$ cat src/atrmw_map.svh
// constants for the indivisible read-modify-write bus sequencer
// assumes one 25 MHz clock; each bus state lasts one clock here (S2 and S9 repeat while waiting), ST_MOD lasts three
`ifndef ATRMW_MAP_SVH
`define ATRMW_MAP_SVH
`define ATRMW_CLK_PERIOD_NS 40
`define ATRMW_IDLE_STATES 2'h2
`define ATRMW_SYNC_WIDTH 35
`define ATRMW_ACK_LSB 0
`define ATRMW_BREQ_BIT 2
`define ATRMW_DATA_LSB 3
`define ATRMW_ADDR_RST 32'h00000000
`endif

$ cat src/atrmw_pkg.sv
// types of the indivisible read-modify-write bus sequencer
// assumes atrmw_map.svh carries the numeric constants
package atrmw_pkg;
  typedef enum logic [3:0] {
    ST_IDLE = 4'h0, ST_S0 = 4'h1, ST_S1 = 4'h2, ST_S2 = 4'h3,
    ST_S3 = 4'h4, ST_S4 = 4'h5, ST_S5 = 4'h6, ST_MOD = 4'h7,
    ST_S6 = 4'h8, ST_S7 = 4'h9, ST_S8 = 4'hA, ST_S9 = 4'hB,
    ST_S10 = 4'hC, ST_S11 = 4'hD
  } atrmw_state_t;
  typedef enum logic [1:0] {
    OP_TEST_AND_SET_INSN = 2'h0,
    OP_COMPARE_SWAP = 2'h1,
    OP_DUAL_COMPARE_SWAP_INSN = 2'h2,
    OP_NONE = 2'h3
  } atrmw_op_t;
endpackage : atrmw_pkg

$ cat src/atrmw_sync.sv
// two-flop synchroniser for the pin inputs of the sequencer
// assumes one clock, synchronous active-high reset, clock enable
`timescale 1ns/10ps
module atrmw_sync #(
  parameter int WIDTH = 1,
  parameter logic [WIDTH-1:0] RST_VAL = '0
) (
  input wire logic clk,
  input wire logic rst,
  input wire logic ce,
  input wire logic [WIDTH-1:0] d,
  output logic [WIDTH-1:0] q
);
  logic [WIDTH-1:0] meta;
  always_ff @(posedge clk) begin
    if (rst) begin
      meta <= RST_VAL;
      q <= RST_VAL;
    end else if (ce) begin
      meta <= d;
      q <= meta;
    end
  end
endmodule : atrmw_sync

$ cat src/atrmw_seq.sv
// indivisible read-modify-write bus sequencer, top module
// assumes acknowledges, bus request and read data arrive unsynchronised
// from pins; START and operand inputs come from logic on CLK
`timescale 1ns/10ps
`include "atrmw_map.svh"
module atrmw_seq (
  input wire logic CLK,
  input wire logic SYS_RST,
  input wire logic CE,
  input wire logic START,
  input wire logic [1:0] OP_KIND,
  input wire logic [1:0] READ_CYCLES,
  input wire logic [1:0] WRITE_CYCLES,
  input wire logic [31:0] READ_ADDR_IN,
  input wire logic [31:0] WRITE_ADDR_IN,
  input wire logic [2:0] FUNCTION_CODE_IN,
  input wire logic [1:0] SIZE_IN,
  input wire logic [31:0] WRITE_DATA_IN,
  input wire logic COMPARE_OK,
  input wire logic BUS_REQUEST_IN_N,
  input wire logic [1:0] PORT_SIZE_ACKNOWLEDGE_N,
  input wire logic [31:0] DATA_IN,
  output logic [31:0] ADDRESS,
  output logic [2:0] FUNCTION_CODE_LINES,
  output logic TRANSFER_SIZE_HI,
  output logic TRANSFER_SIZE_LO,
  output logic READ_NOT_WRITE,
  output logic EXTERNAL_CYCLE_START_N,
  output logic OPERAND_CYCLE_START_N,
  output logic ADDRESS_STROBE_N,
  output logic DATA_STROBE_N,
  output logic DATA_BUFFER_ENABLE_N,
  output logic INDIVISIBLE_CYCLE_FLAG_N,
  output logic BUS_GRANT_OUT_N,
  output logic [31:0] DATA_OUT,
  output logic DATA_OE,
  output logic [31:0] READ_DATA,
  output logic READ_VALID,
  output logic DONE,
  output logic BUSY
);
  // ==========================================================
  // pin synchronisers
  logic [`ATRMW_SYNC_WIDTH-1:0] sync_q;
  logic ack_seen, breq;
  logic [31:0] data_sync;
  atrmw_sync #(
    .WIDTH(`ATRMW_SYNC_WIDTH),
    .RST_VAL({32'h00000000, 3'h7})
  ) u_sync (
    .clk(CLK),
    .rst(SYS_RST),
    .ce(CE),
    .d({DATA_IN, BUS_REQUEST_IN_N, PORT_SIZE_ACKNOWLEDGE_N}),
    .q(sync_q)
  );
  // either acknowledge line low ends the cycle
  assign ack_seen = ~&sync_q[`ATRMW_ACK_LSB +: 2];
  assign breq = ~sync_q[`ATRMW_BREQ_BIT];
  assign data_sync = sync_q[`ATRMW_DATA_LSB +: 32];
  // ==========================================================
  // state and counters
  atrmw_pkg::atrmw_state_t state, next_state;
  atrmw_pkg::atrmw_op_t op, next_op;
  logic [1:0] rd_left, next_rd_left;
  logic [1:0] wr_left, next_wr_left;
  logic [1:0] idle_cnt, next_idle_cnt;
  logic [31:0] wr_addr, next_wr_addr;
  logic accept;
  // test-and-set always writes; compare-swaps only on a match
  function automatic logic write_needed(input atrmw_pkg::atrmw_op_t k,
                                        input logic cmp);
    write_needed = (k == atrmw_pkg::OP_TEST_AND_SET_INSN) || cmp;
  endfunction : write_needed
  function automatic logic in_span(input atrmw_pkg::atrmw_state_t s,
                                   input atrmw_pkg::atrmw_state_t lo,
                                   input atrmw_pkg::atrmw_state_t hi);
    in_span = (s >= lo) && (s <= hi);
  endfunction : in_span
  // a start is refused while the bus is granted away
  assign accept = (state == atrmw_pkg::ST_IDLE) && START && BUS_GRANT_OUT_N
    && (atrmw_pkg::atrmw_op_t'(OP_KIND) != atrmw_pkg::OP_NONE);
  always_comb begin
    next_state = state;
    next_op = op;
    next_rd_left = rd_left;
    next_wr_left = wr_left;
    next_idle_cnt = idle_cnt;
    next_wr_addr = wr_addr;
    case (state)
      atrmw_pkg::ST_IDLE: begin
        if (accept) begin
          next_state = atrmw_pkg::ST_S0;
          next_op = atrmw_pkg::atrmw_op_t'(OP_KIND);
          next_rd_left = READ_CYCLES;
          next_wr_left = WRITE_CYCLES;
          next_wr_addr = WRITE_ADDR_IN;
        end
      end
      atrmw_pkg::ST_S0: next_state = atrmw_pkg::ST_S1;
      atrmw_pkg::ST_S1: next_state = atrmw_pkg::ST_S2;
      atrmw_pkg::ST_S2: begin
        // no acknowledge: stay, one wait state per clock
        if (ack_seen) begin
          next_state = atrmw_pkg::ST_S3;
        end
      end
      atrmw_pkg::ST_S3: next_state = atrmw_pkg::ST_S4;
      atrmw_pkg::ST_S4: next_state = atrmw_pkg::ST_S5;
      atrmw_pkg::ST_S5: begin
        if (rd_left != 2'h0) begin
          next_rd_left = rd_left - 2'h1;
          next_state = atrmw_pkg::ST_S0;
        end else begin
          next_idle_cnt = `ATRMW_IDLE_STATES;
          next_state = atrmw_pkg::ST_MOD;
        end
      end
      atrmw_pkg::ST_MOD: begin
        if (idle_cnt != 2'h0) begin
          next_idle_cnt = idle_cnt - 2'h1;
        end else if (write_needed(op, COMPARE_OK)) begin
          next_state = atrmw_pkg::ST_S6;
        end else begin
          next_state = atrmw_pkg::ST_IDLE;
        end
      end
      atrmw_pkg::ST_S6: next_state = atrmw_pkg::ST_S7;
      atrmw_pkg::ST_S7: next_state = atrmw_pkg::ST_S8;
      atrmw_pkg::ST_S8: next_state = atrmw_pkg::ST_S9;
      atrmw_pkg::ST_S9: begin
        if (ack_seen) begin
          next_state = atrmw_pkg::ST_S10;
        end
      end
      atrmw_pkg::ST_S10: next_state = atrmw_pkg::ST_S11;
      atrmw_pkg::ST_S11: begin
        if (wr_left != 2'h0) begin
          next_wr_left = wr_left - 2'h1;
          next_state = atrmw_pkg::ST_S6;
        end else begin
          next_state = atrmw_pkg::ST_IDLE;
        end
      end
      default: next_state = atrmw_pkg::ST_IDLE;
    endcase
  end

  always_ff @(posedge CLK) begin
    if (SYS_RST) begin
      state <= atrmw_pkg::ST_IDLE;
      op <= atrmw_pkg::OP_NONE;
      rd_left <= 2'h0;
      wr_left <= 2'h0;
      idle_cnt <= 2'h0;
      wr_addr <= `ATRMW_ADDR_RST;
    end else if (CE) begin
      state <= next_state;
      op <= next_op;
      rd_left <= next_rd_left;
      wr_left <= next_wr_left;
      idle_cnt <= next_idle_cnt;
      wr_addr <= next_wr_addr;
    end
  end

  // ==========================================================
  // bus outputs, decoded from the next state so every pin is a flop
  logic [31:0] next_address, next_data_out, next_read_data;
  logic [2:0] next_fc;
  logic [1:0] next_size;
  logic next_rw, next_ecs_n, next_as_n, next_ds_n, next_data_buffer_enable_n;
  logic next_flag_n, next_grant_n, next_oe, next_read_valid, next_done;
  atrmw_pkg::atrmw_state_t ns;

  always_comb begin
    ns = next_state;
    next_address = ADDRESS;
    next_fc = FUNCTION_CODE_LINES;
    next_size = {TRANSFER_SIZE_HI, TRANSFER_SIZE_LO};
    next_data_out = DATA_OUT;
    next_read_data = READ_DATA;
    next_read_valid = 1'b0;
    next_done = 1'b0;
    if (accept) begin
      next_address = READ_ADDR_IN;
      next_fc = FUNCTION_CODE_IN;
      next_size = SIZE_IN;
    end
    // the write address may differ from the read address
    if (ns == atrmw_pkg::ST_S6) begin
      next_address = wr_addr;
      next_data_out = WRITE_DATA_IN;
    end
    if (state == atrmw_pkg::ST_S4) begin
      next_read_data = data_sync;
      next_read_valid = 1'b1;
    end
    if (state != atrmw_pkg::ST_IDLE && ns == atrmw_pkg::ST_IDLE) begin
      next_done = 1'b1;
    end
    next_ecs_n = !(ns == atrmw_pkg::ST_S0 ||
      ns == atrmw_pkg::ST_S6);
    next_as_n = !(in_span(ns, atrmw_pkg::ST_S1, atrmw_pkg::ST_S4) ||
      in_span(ns, atrmw_pkg::ST_S7, atrmw_pkg::ST_S10));
    next_ds_n = !(in_span(ns, atrmw_pkg::ST_S1, atrmw_pkg::ST_S4) ||
                  in_span(ns, atrmw_pkg::ST_S9, atrmw_pkg::ST_S10));
    // buffer enable stays on through S11 so the write data holds
    next_data_buffer_enable_n = !(in_span(ns, atrmw_pkg::ST_S2, atrmw_pkg::ST_S4) ||
                    in_span(ns, atrmw_pkg::ST_S7, atrmw_pkg::ST_S11));
    next_rw = !in_span(ns, atrmw_pkg::ST_S6, atrmw_pkg::ST_S11);
    next_oe = in_span(ns, atrmw_pkg::ST_S8, atrmw_pkg::ST_S11);
    next_flag_n = (ns == atrmw_pkg::ST_IDLE);
    // request waits until the sequence is over and the flag is off
    next_grant_n = !(breq && state == atrmw_pkg::ST_IDLE && !accept
                     && INDIVISIBLE_CYCLE_FLAG_N);
  end

  always_ff @(posedge CLK) begin
    if (SYS_RST) begin
      ADDRESS <= `ATRMW_ADDR_RST;
      FUNCTION_CODE_LINES <= 3'h0;
      TRANSFER_SIZE_HI <= 1'b0;
      TRANSFER_SIZE_LO <= 1'b0;
      READ_NOT_WRITE <= 1'b1;
      EXTERNAL_CYCLE_START_N <= 1'b1;
      OPERAND_CYCLE_START_N <= 1'b1;
      ADDRESS_STROBE_N <= 1'b1;
      DATA_STROBE_N <= 1'b1;
      DATA_BUFFER_ENABLE_N <= 1'b1;
      INDIVISIBLE_CYCLE_FLAG_N <= 1'b1;
      BUS_GRANT_OUT_N <= 1'b1;
      DATA_OUT <= 32'h00000000;
      DATA_OE <= 1'b0;
      READ_DATA <= 32'h00000000;
      READ_VALID <= 1'b0;
      DONE <= 1'b0;
      BUSY <= 1'b0;
    end else if (CE) begin
      ADDRESS <= next_address;
      FUNCTION_CODE_LINES <= next_fc;
      TRANSFER_SIZE_HI <= next_size[1];
      TRANSFER_SIZE_LO <= next_size[0];
      READ_NOT_WRITE <= next_rw;
      EXTERNAL_CYCLE_START_N <= next_ecs_n;
      OPERAND_CYCLE_START_N <= next_ecs_n;
      ADDRESS_STROBE_N <= next_as_n;
      DATA_STROBE_N <= next_ds_n;
      DATA_BUFFER_ENABLE_N <= next_data_buffer_enable_n;
      INDIVISIBLE_CYCLE_FLAG_N <= next_flag_n;
      BUS_GRANT_OUT_N <= next_grant_n;
      DATA_OUT <= next_data_out;
      DATA_OE <= next_oe;
      READ_DATA <= next_read_data;
      READ_VALID <= next_read_valid;
      DONE <= next_done;
      BUSY <= !next_flag_n;
    end
  end

  // ==========================================================
  // checks
  flag_cover_a: assert property (@(posedge CLK) disable iff (SYS_RST)
    (state != atrmw_pkg::ST_IDLE) |-> !INDIVISIBLE_CYCLE_FLAG_N)
    else $error("indivisible flag dropped mid sequence");
  no_grant_a: assert property (@(posedge CLK) disable iff (SYS_RST)
    !INDIVISIBLE_CYCLE_FLAG_N |-> BUS_GRANT_OUT_N)
    else $error("grant given during indivisible sequence");
  s0_start_a: assert property (@(posedge CLK) disable iff (SYS_RST)
    (state == atrmw_pkg::ST_S0) |-> !EXTERNAL_CYCLE_START_N
      && !OPERAND_CYCLE_START_N && READ_NOT_WRITE && ADDRESS_STROBE_N)
    else $error("S0 signals wrong");
  s1_strobe_a: assert property (@(posedge CLK) disable iff (SYS_RST)
    (state == atrmw_pkg::ST_S1) |-> !ADDRESS_STROBE_N && !DATA_STROBE_N
      && EXTERNAL_CYCLE_START_N && DATA_BUFFER_ENABLE_N)
    else $error("S1 strobes wrong");
  read_wait_a: assert property (@(posedge CLK) disable iff (SYS_RST)
    (state == atrmw_pkg::ST_S2) && CE && !ack_seen
      |=> (state == atrmw_pkg::ST_S2) && !DATA_BUFFER_ENABLE_N)
    else $error("read left S2 without acknowledge");
  read_capture_a: assert property (@(posedge CLK)
    disable iff (SYS_RST) (state == atrmw_pkg::ST_S4) && CE
      |=> READ_VALID && (READ_DATA == $past(data_sync)))
    else $error("read data not captured at S4");
  data_drive_a: assert property (@(posedge CLK) disable iff (SYS_RST)
    DATA_OE |-> in_span(state, atrmw_pkg::ST_S8, atrmw_pkg::ST_S11)
      && !READ_NOT_WRITE)
    else $error("data bus driven outside S8 to S11");
  skip_write_a: assert property (@(posedge CLK) disable iff (SYS_RST)
    (state == atrmw_pkg::ST_MOD) && CE && (idle_cnt == 2'h0)
      && !write_needed(op, COMPARE_OK) |=> (state == atrmw_pkg::ST_IDLE)
      && INDIVISIBLE_CYCLE_FLAG_N)
    else $error("failed compare still wrote");
  s11_release_a: assert property (@(posedge CLK)
    disable iff (SYS_RST) (state == atrmw_pkg::ST_S11) |-> ADDRESS_STROBE_N
      && DATA_STROBE_N && DATA_OE && !READ_NOT_WRITE)
    else $error("S11 outputs wrong");
endmodule : atrmw_seq

$ cat config.mk
export PLATFORM = sky130hd
export DESIGN_NAME = atrmw_seq
export DESIGN_NICKNAME = d
export VERILOG_FILES = /design/src/atrmw_pkg.sv /design/src/atrmw_sync.sv /design/src/atrmw_seq.sv
export VERILOG_INCLUDE_DIRS = /design/src
export SDC_FILE = /design/constraint.sdc
export NUM_CORES = 1
export LEC_CHECK = 0
export BUFFER_PORTS_ARGS = -buffer_cell sky130_fd_sc_hd__buf_4
export CAP_MARGIN = 5
export CORE_ASPECT_RATIO = 0.8
export CORE_MARGIN = 3
export CORE_UTILIZATION = 40
export DETAILED_ROUTE_END_ITERATION = 10
export GPL_TIMING_DRIVEN = 0
export PLACE_DENSITY_LB_ADDON = 0.1
export SLEW_MARGIN = 10
export SYNTH_ARGS = -nofsm -noshare
export SYNTH_HDL_FRONTEND = slang
export SYNTH_SLANG_ARGS = --single-unit
$ cat constraint.sdc
create_clock -name CLK -period 2.8 [get_ports CLK]
set_clock_uncertainty 0.05 [all_clocks]
set_input_delay 0.56 -clock CLK [delete_from_list [all_inputs] [get_ports CLK]]
set_output_delay 0.56 -clock CLK [all_outputs]
set_load 0.01 [all_outputs]
[After elaboration in Yosys (flattened, before gate mapping)]
Cells that the tools add are included.
Storage, ports and cells
  bits in latches: 0
  register bits after elaboration: 226
  output and inout bits: 113
  bits in read-only memories: 0
  logic and storage cells: 127
  memories: 0
  input bits: 147
  bits in writable memories: 0
Operators by class
  reductions and logical operators: 47
  div/mod/pow operators: 0
  add/subtract/negate cells: 3
  multiplexer cells: 21
  bitwise gates (word level): 1
  $mul: 0
  $lt $le $gt $ge: 9
  eq/ne operators: 21
  shift-type cells: 0
Operators by type and width (number)
  2-to-1 mux 32 bit: 2
  case mux 4 bit (14 select lines): 1
  == test 4 bit, second input constant: 7
  2-to-1 mux 4 bit: 6
  == test 4 x 3 -> 1 bit, second input constant: 4
  greater-or-equal comparator 4 bit, second input constant: 4
  logical AND 1 bit: 14
  nonzero test 2 bit: 7
  2-to-1 mux 2 bit: 6
  != test 2 bit, second input constant: 6
  case mux 2 bit (2 select lines): 3
  AND reduction 4 bit: 3
  AND reduction 2 bit: 5
  == test 4 x 1 -> 1 bit, second input constant: 2
  == test 4 x 2 -> 1 bit, second input constant: 2
  greater-or-equal comparator 4 x 2 -> 1 bit, second input constant: 2
  less-or-equal comparator 4 bit, second input constant: 2
  logical NOT 1 bit: 8
  logical NOT 4 bit: 2
  subtractor 2 x 1 -> 2 bit, second input constant: 3
  logical OR 1 bit: 5
  less-or-equal comparator 4 x 3 -> 1 bit, second input constant: 1
  nonzero test 4 bit: 1
  2-to-1 mux 3 bit: 1
  other kinds (4): 5

[Logic depth before layout (Yosys ltp)]
Gate-level depths: netlist of the first run.
  depth after elaboration: 10
  mapped depth: 10
  depth with buffers taken out: 8

[Hierarchy]
Synthesis of the first run repeated with hierarchy kept, for this count alone.
Unflattened totals
  cell total of the unflattened synthesis: 1012
  area, all modules: 9196.3 sq um
Modules (own cells, without submodules)
  atrmw_seq: seq. area each 3123.0 sq um, area an instance 6676.4 sq um, instances 1, cells each 786
  atrmw_sync: seq. area each 1401.3 sq um, area an instance 2519.9 sq um, instances 1, cells each 226

[Least setup slack after synthesis of the first run]
OpenSTA, ideal clock, no wires.
  kind: input-to-reg
  from: input OP_KIND[1]
  to: register ADDRESS[22]
  data required time: 2663 ps
  stages on the path: 8
  setup slack: 621 ps
  arrival: 2042 ps
  setup time: 87 ps
  path buffers: 2
  path through: nand2_1 -> a311o_1 -> a221oi_4 -> and2b_1 -> buf_6 -> buf_6 -> nand2_1 -> a221oi_2
Between the ends
  word-level cells in the longest chain between the ends: 7
  elaborated cells on any way between the ends: 8
  classes of those cells: eq/ne: 2; mux: 3; reduce/logical: 3
Ends and longest elaborated chain
  start, declared: RTL line atrmw_seq.sv:11  | input wire logic [1:0] OP_KIND,
  != test 2 bit *: RTL line atrmw_seq.sv:82  | && (atrmw_pkg::atrmw_op_t'(OP_KIND) != atrmw_pkg::OP_NONE);
  logical AND 1 bit *: RTL line atrmw_seq.sv:82
  2-to-1 mux 4 bit: RTL line atrmw_seq.sv:92  | if (accept) begin
  case mux 4 bit (14 select lines): RTL line atrmw_seq.sv:90  | case (state)
  == test 4 bit: RTL line atrmw_seq.sv:191  | if (ns == atrmw_pkg::ST_S6) begin
  nonzero test 2 bit (no line)
  AND reduction 2 bit (no line)
  end signal, assigned: RTL line atrmw_seq.sv:221  | ADDRESS <= `ATRMW_ADDR_RST;
  end signal, assigned: RTL line atrmw_seq.sv:240  | ADDRESS <= next_address;
  end, declared: RTL line atrmw_seq.sv:23  | output logic [31:0] ADDRESS,
Mark *: on every way between the ends. The rest lies on a longest branch, timed or not.
A chain may end at the register's enable or synchronous reset.

[Worst setup path in the final report of the first run]
  from: register idle_cnt[0]
  to: register ADDRESS[24]
Between the ends
  word-level cells in the longest chain between the ends: 6
  elaborated cells on any way between the ends: 7
  classes of those cells: eq/ne: 1; mux: 3; reduce/logical: 3
Ends and longest elaborated chain
  start, declared: RTL line atrmw_seq.sv:67  | logic [1:0] idle_cnt, next_idle_cnt;
  start signal, assigned: RTL line atrmw_seq.sv:162  | idle_cnt <= next_idle_cnt;
  nonzero test 2 bit *: RTL line atrmw_seq.sv:120  | if (idle_cnt != 2'h0) begin
  2-to-1 mux 4 bit *: RTL line atrmw_seq.sv:120
  case mux 4 bit (14 select lines) *: RTL line atrmw_seq.sv:90
  == test 4 bit *: RTL line atrmw_seq.sv:191
  nonzero test 2 bit (no line)
  AND reduction 2 bit (no line)
Marks and branches as above.

==> summary.md, run 1 <==
| Metric | Value |
|---|---|
| Final-report setup violation count | `0` |
| # diodes | `0` |
| Synthesis-stage register bit count | `226` |
| Std-Cell Rows | `between 40 and 50` |
| Final Hold Fails | `0` |
| Sum Neg Setup Slack | `0 ns` |
| TritonRoute pass-1 iters | `5` |
| Ys Warns | `0` |
| Maximum fanout along the worst path | `10` |
| Post-synthesis sequential area ratio | `51.12%` |
| Synth Instances | `slightly above 1k` |
| Pint | `approximately 5.6 mW` |
| Mapped Area | `between 8000 and 9000 µm²` |
| Place WS | `~0.087 ns` |
| Root Driver | `clkbuf_16` |
| GR Overflow Total | `0` |
| Via density | `about 5` |
| Max Cap Violations | `0` |
| Hold Slack | `around 0.21 ns` |
| Synth-to-layout area growth | `35.09%` |
| Starting Density | `40.82%` |
| Final Cycle Share | `90.61%` |
| Post-synth top area cell | `dfxtp_1` |
| Tightest Hold Check Type | `input port to register` |
| Htree depth | `1` |
| Asr flop ratio synth | `0%` |
| Number of synthesized flops with an enable pin | `0` |
| Layout cells sized above 1 | `a little over a quarter` |
| Sequential share of power | `between 40 and 50%` |
| Die width | `about 170 µm` |
| Sw Share | `a little under a quarter` |
| Status | `finished clean` |
| Reg area | `about 4500 µm²` |
| Slew of the pin with the lowest slew margin | `~0.84 ns` |
| Die area | `between 20,000 and 25,000 µm²` |
| Avg Inst Size Synth | `8.729 µm²` |
| Number of global-route vias before repair | `approximately 7.5k` |
| Combinational share of power | `a little under an eighth` |
| # fillers | `between 2k and 2.5k` |
| Worst Path Required | `approximately 3.2 ns` |
| Fin util | `55.15%` |
| Distinct cells, synth | `46` |
| Top cells by area, synth | `dfxtp_1 (51%), nand2_1 (9.1%), mux2i_1 (7.5%), a21oi_1 (6.6%), a221oi_2 (4.9%)` |
| P per Cell Area | `about 620 nW/µm²` |
| NetSw | `around 1.8 mW` |
| CTS tree | `done` |
| First-pass GRT wire length | `between 40,000 and 50,000 µm` |
| Clock share of power | `between 40% and 50%` |
| Post-layout min period | `2.537 ns` |
| Syn Nets | `1,164` |
| Avg WL per Cell | `between 15 and 20 µm` |
| P_leak | `around 4.9 nW` |
| Maximum vdd drop | `between 0.0004 and 0.0005 V` |
| Rel. slew slack | `43.95%` |
| Setup crit end kind | `register` |
| CTS buffer count | `24` |
| IO Port Bufs | `roughly 260` |
| Pin count of the biggest net entering global routing | `13` |
| Yosys top cell area share | `between 50% and 60%` |
| Reg clk slew, reported paths | `roughly 0.060 ns` |
| Remaining DRCs | `0` |
| Gpl congestion | `between 0.8 and 0.9` |
| Initial antenna violation count | `0` |
| Area of the multi-input gates | `roughly 3800 µm²` |
| Die Y | `between 100 and 150 µm` |
| HPWL after detailed placement | `about 20,000 µm` |
| Arrival @ worst endpoint | `2.90 ns` |
| Max Clk Rate | `0.3941 GHz` |
| Core area | `between 20,000 and 25,000 µm²` |
| DRT antenna net count | `0` |
| Synth Flop Type | `dfxtp_1` |
| DRT Wirelength | `27,360 µm` |
| Number of hold buffers added after cts | `0` |
| Critical path startpoint category | `register` |
| Skew-Pair Late Insertion Delay | `0.50 ns` |
| CTS Sinks | `between 200 and 250` |
| RSZ-0062 raised after global routing | `no` |
| CP Class | `register to register` |
| Post-CTS Setup Inserts | `0` |
| Max Root-Sink Buffers | `3` |
| Starting DRT DRC Count | `approximately 570` |
| # nets final | `around 1.4k` |
| Via count | `~8k` |
| Worst Slack Setup Final | `0.2628 ns` |
| All-Layer GR Usage | `~22%` |
| Slew Viols, Final | `0` |
| # IOs | `260` |
==> worst paths after layout <==
path / startpoint / to / slack [ns] / depth (start not counted)
max: idle_cnt[0] / ADDRESS[24] / 0.26 / 9
min: PORT_SIZE_ACKNOWLEDGE_N[0] / u_sync.meta[0] / 0.21 / 2
max reg2reg: idle_cnt[0] / ADDRESS[24] / 0.26 / 9
min reg2reg: u_sync.q[21] / READ_DATA[18] / 0.39 / 2
==> power by group through the flow <==
| stage | logic (mW) | clock network, mW | registers, mW |
|---|---|---|---|
| 2_1_floorplan | 0.445 | 0 | 3.51 |
| 3_3_place_gp | 0.868 | 0 | 3.49 |
| 3_5_place_dp | 0.876 | 0 | 3.49 |
| 4_1_cts | 0.879 | 3.19 | 3.42 |
| 5_1_grt | 0.956 | 3.32 | 3.44 |
| 6_report | 0.876 | 3.11 | 3.43 |
==> layer usage <==
metal / share of wire (%) / vias up / global-route usage [%]
met3: 8.4 / 28 / 5.329
met2: 45 / 249 / 34.49
met1: 46 / 3702 / 30.11
li1: - / 3995 / -
met5: 0 / - / 0
met4: 1.5 / 0 / 3.822
==> synth_stat cells (all sizes together), types with 2 or more instances <==
master and instances:
a211o 7, a211oi 8, a21oi 117, a221oi 34
a31oi 2, and2 2, buf 25, clkbuf 55
dfxtp 226, ha 3, inv 45, mux2i 66
nand2 215, nand2b 3, nand3 36, nand3b 3
nand4 4, nor2 84, nor2b 10, nor3 6
o21a 3, o21ai 43, o21bai 2
==> layout by cell type (no fill, tap or decap), types with 2 or more instances in the layout <==
cell type,count
o21bai_1,2
nor2_1,83
o21ai_0,43
o21a_1,3
a31oi_1,2
ha_1,3
buf_6,8
nand3b_1,2
inv_1,45
a211o_1,7
clkbuf_2,4
nand2_1,215
and2_1,2
buf_2,6
a221oi_1,4
mux2i_1,66
nand4_1,4
a221oi_2,29
clkbuf_1,57
a211oi_1,8
buf_1,6
buf_4,263
dfxtp_1,226
clkbuf_8,10
nor2b_1,10
nand3_1,36
clkbuf_16,25
nand2b_1,3
nor3_1,5
a21oi_1,116
==> repair_timing <==
action                                  4_1_cts  5_1_grt
hold endpoints to repair                      0        0
resized for setup                             0        9
endpoints found under the setup margin        0       27
==> worst max-delay path, stage by stage, from the launching register on <==
cell	delay, ns
dfxtp_1	0.34
inv_1	0.06
ha_1	0.26
a21o_1	0.22
a32oi_1	0.38
a221oi_4	0.15
nand3b_2	0.27
clkbuf_2	0.30
o21ai_0	0.17
a221oi_2	0.25
==> kinds of logic after synthesis <==
logic type	after synthesis	synth area share [%]
AND/OR/NAND/NOR	367	17.09
buffers and inverters	126	6.319
XOR/XNOR	1	0.09897
adder cells (fa/ha/maj)	3	0.4241
flip-flops	226	51.12
AO/OA/AOI/OAI	225	17.49
multiplexers	66	7.464
==> area by class of cell <==
cell class | count | area share (%)
Inverter | 46 | 1.444
Clock buffer | 41 | 6.572
Multi-Input combinational cell | 662 | 31.53
Sequential cell | 226 | 37.84
Tap cell | 300 | 3.139
Buffer | 80 | 3.275
Timing Repair Buffer | 258 | 16.20
==> metrics by stage <==
stage	std cells	instance area, µm²	total power [mW]
final	1613	11960	7.411
after global routing	1613	11960	7.711
after CTS	1613	11950	7.491
after detailed placement	1572	11160	4.370
after global placement	1572	11160	4.360
after floorplan	1014	8851	3.951
==> sequential cells by signal, indices dropped and copies added (netlist names), 2 cells and up <==
name                 count
wr_left                  2
FUNCTION_CODE_LINES      3
u_sync.q                35
DATA_OUT                32
state                    4
op                       2
wr_addr                 32
rd_left                  2
u_sync.meta             35
ADDRESS                 32
READ_DATA               32
idle_cnt                 2
No activity file was read; power rests on OpenSTA's default activity.
==> run 2: changes to the inputs <==
- SETUP_SLACK_MARGIN: unset -> 0.5
==> run 2 against run 1 <==
Effect of this change:
- maximum frequency grew 7.4%
- wire length grew 4.1%
- sequential share of layout area shrank 2.0 points
- sequential power is essentially flat
- non-clock buffer count grew 29
- die area is the same
- first-iteration DRC count shrank 2.3%
- cell count grew 1.8%
- clock-buffer cell count is the same
- sequential cell count is the same
- critical path depth is the same
- critical path type unchanged
- critical endpoint is now ADDRESS[2]
- highest routed layer unchanged
==> summary.md, run 2 (synthesis gave the netlist of run 1 again) <==
| Metric | Value |
|---|---|
| Status | `finished clean` |
| DRT Wirelength | `roughly 28,000 µm` |
| Tightest Hold Check Type | `input port to register` |
| GR Overflow Total | `0` |
| Layout cells sized above 1 | `roughly a third` |
| # fillers | `1,994` |
| Std-Cell Rows | `48` |
| Reg clk slew, reported paths | `roughly 0.060 ns` |
| Fin util | `roughly 58%` |
| Maximum vdd drop | `~0.00043 V` |
| Post-layout min period | `around 2.4 ns` |
| M2 GR Usage | `a little over a third` |
| Cell repeated most along the worst path | `buf_6` |
| R2R Path End | `ADDRESS[2]` |
| Pin count of the biggest net entering global routing | `13` |
| First-pass GRT wire length | `about 42,000 µm` |
| Synth-to-layout area growth | `42.59%` |
| Initial antenna violation count | `0` |
| Final Cycle Share | `between 80 and 90%` |
| Hold Slack | `about 0.21 ns` |
| Worst path max stage delay | `between 0.3 and 0.4 ns` |
| Critical path startpoint category | `register` |
| GR Util met1 | `a little under a third` |
| Maximum fanout along the worst path | `8` |
| Via density | `~5.0` |
| Reg area | `between 4000 and 5000 µm²` |
| CTS buffer count | `24` |
| All-Layer GR Usage | `approximately 22%` |
| Placed insts | `1,572` |
| DRT antenna net count | `0` |
| Met3 GRT Util | `under 10%` |
| End of the worst hold path | `u_sync.meta[1]` |
| Gpl congestion | `0.8064` |
| Sum Neg Setup Slack | `0 ns` |
| Worst Path Required | `3.16 ns` |
| Starting Density | `approximately 41%` |
| Max Root-Sink Buffers | `3` |
| Arrival @ worst endpoint | `~2.7 ns` |
| Htree depth | `1` |
| R2r setup slk | `0.44 ns` |
| Remaining DRCs | `0` |
| Reg2reg start | `state[3]` |
| Final Hold Fails | `0` |
| Die area | `about 24,000 µm²` |
| Most common library cell in the layout ignoring fill and taps | `buf_4` |
| RSZ-0062 raised after global routing | `yes` |
| CP max-delay cell | `a221oi_4` |
| CP Class | `register to register` |
| Via count | `around 8.1k` |
| Top Usage Layer GRT | `met2` |
| Number of global-route vias before repair | `7,646` |
| Reg2Reg Depth | `9` |
| Setup crit end kind | `register` |
| Slew Viols, Final | `0` |
| P per Cell Area | `between 500 and 600 nW/µm²` |
| IO Port Bufs | `about 260` |
| Max Cap Violations | `0` |
| Hold Startpoint | `PORT_SIZE_ACKNOWLEDGE_N[1]` |
| Rel. slew slack | `45.37%` |
| Core area | `between 20,000 and 25,000 µm²` |
| Final-report setup violation count | `0` |
| HPWL after detailed placement | `around 20,000 µm` |
| Non-Filler Instances | `~1.6k` |
| Min-Delay Path Depth | `2` |
| Max Clk Rate | `between 0.4 and 0.5 GHz` |
| Area of the multi-input gates | `about 4000 µm²` |
| Avg WL per Cell | `17.35 µm` |
| Slew of the pin with the lowest slew margin | `between 0.8 and 0.9 ns` |
| # diodes | `0` |
| TritonRoute pass-1 iters | `5` |
| Most frequent cells in the layout | `buf_4 (279), dfxtp_1 (223), nand2_1 (210)` |
| Root Driver | `clkbuf_16` |
| P_leak | `roughly 5.2 nW` |
| Die Y | `between 100 and 150 µm` |
| CTS Sinks | `226` |
| Starting DRT DRC Count | `between 500 and 600` |
| Biggest regs | `u_sync.meta (35), u_sync.q (35)` |
| Critical-path cell list | `buf_6, a311o_1, a221oi_4, and2b_2, buf_6, a21oi_4, buf_12, clkbuf_16, a221oi_2` |
| Die width | `about 170 µm` |
| CTS tree | `done` |
| # nets final | `1,477` |
| Skew-Pair Late Insertion Delay | `slightly above 0.5 ns` |
| Total chip power | `between 7 and 8 mW` |
| # IOs | `260` |
[run 2: worst max-delay path by stage]
stage | start | end | slack, ns | cells past startpoint
floorplan | OP_KIND[1] | ADDRESS[22] | 0.62 | 8
global placement | OP_KIND[1] | ADDRESS[25] | 0.09 | 8
detailed placement | idle_cnt[0] | ADDRESS[27] | 0.09 | 9
CTS | state[2] | DATA_OUT[10] | 0.48 | 10
global route | state[3] | DATA_OUT[2] | 0.38 | 10
finish | state[3] | ADDRESS[2] | 0.44 | 9
[run 2: critical path: cells and delay by family, from the launching register on]
family | cells | cell delay (ns)
AOI/OAI and AO/OA | 4 | 1.08
buffers and inverters | 4 | 0.55
DFF | 1 | 0.33
and+or+nand+nor | 1 | 0.24
[run 2: per-layer routing]
layer,wire (µm),up-vias
met2,13070,257
li1,-,4049
met3,2168,27
met1,12810,3801
met4,430,0
met5,0,-
[run 2: area by class of cell]
type | instances | share of cell area [%]
Buffer | 80 | 3.678
Multi-Input combinational cell | 662 | 31.80
Tap cell | 300 | 2.974
Inverter | 46 | 1.368
Timing Repair Buffer | 287 | 18.07
Clock buffer | 41 | 6.226
Sequential cell | 226 | 35.88
[run 2: metrics by stage]
step	instance area (µm²)	setup WS, ns
global route	12620	0.3809
detailed placement	11160	0.08677
finish	12620	0.4366
global placement	11160	0.09399
floorplan	8851	0.6207
CTS	12250	0.4796
[run 2: where the power goes]
group	internal, mW	switching [mW]	total [mW]
clock	1.89	1.23	3.11
sequential	3.35	0.0753	3.43
combinational	0.494	0.514	1.01
total	5.73	1.82	7.55
[run 2: timing repair]
item	in CTS	in global routing
pin swaps	14	47
buffers inserted	14	10
gates cloned	1	4
gates resized for setup	41	77
endpoints found under the setup margin	103	100
hold buffers	0	0
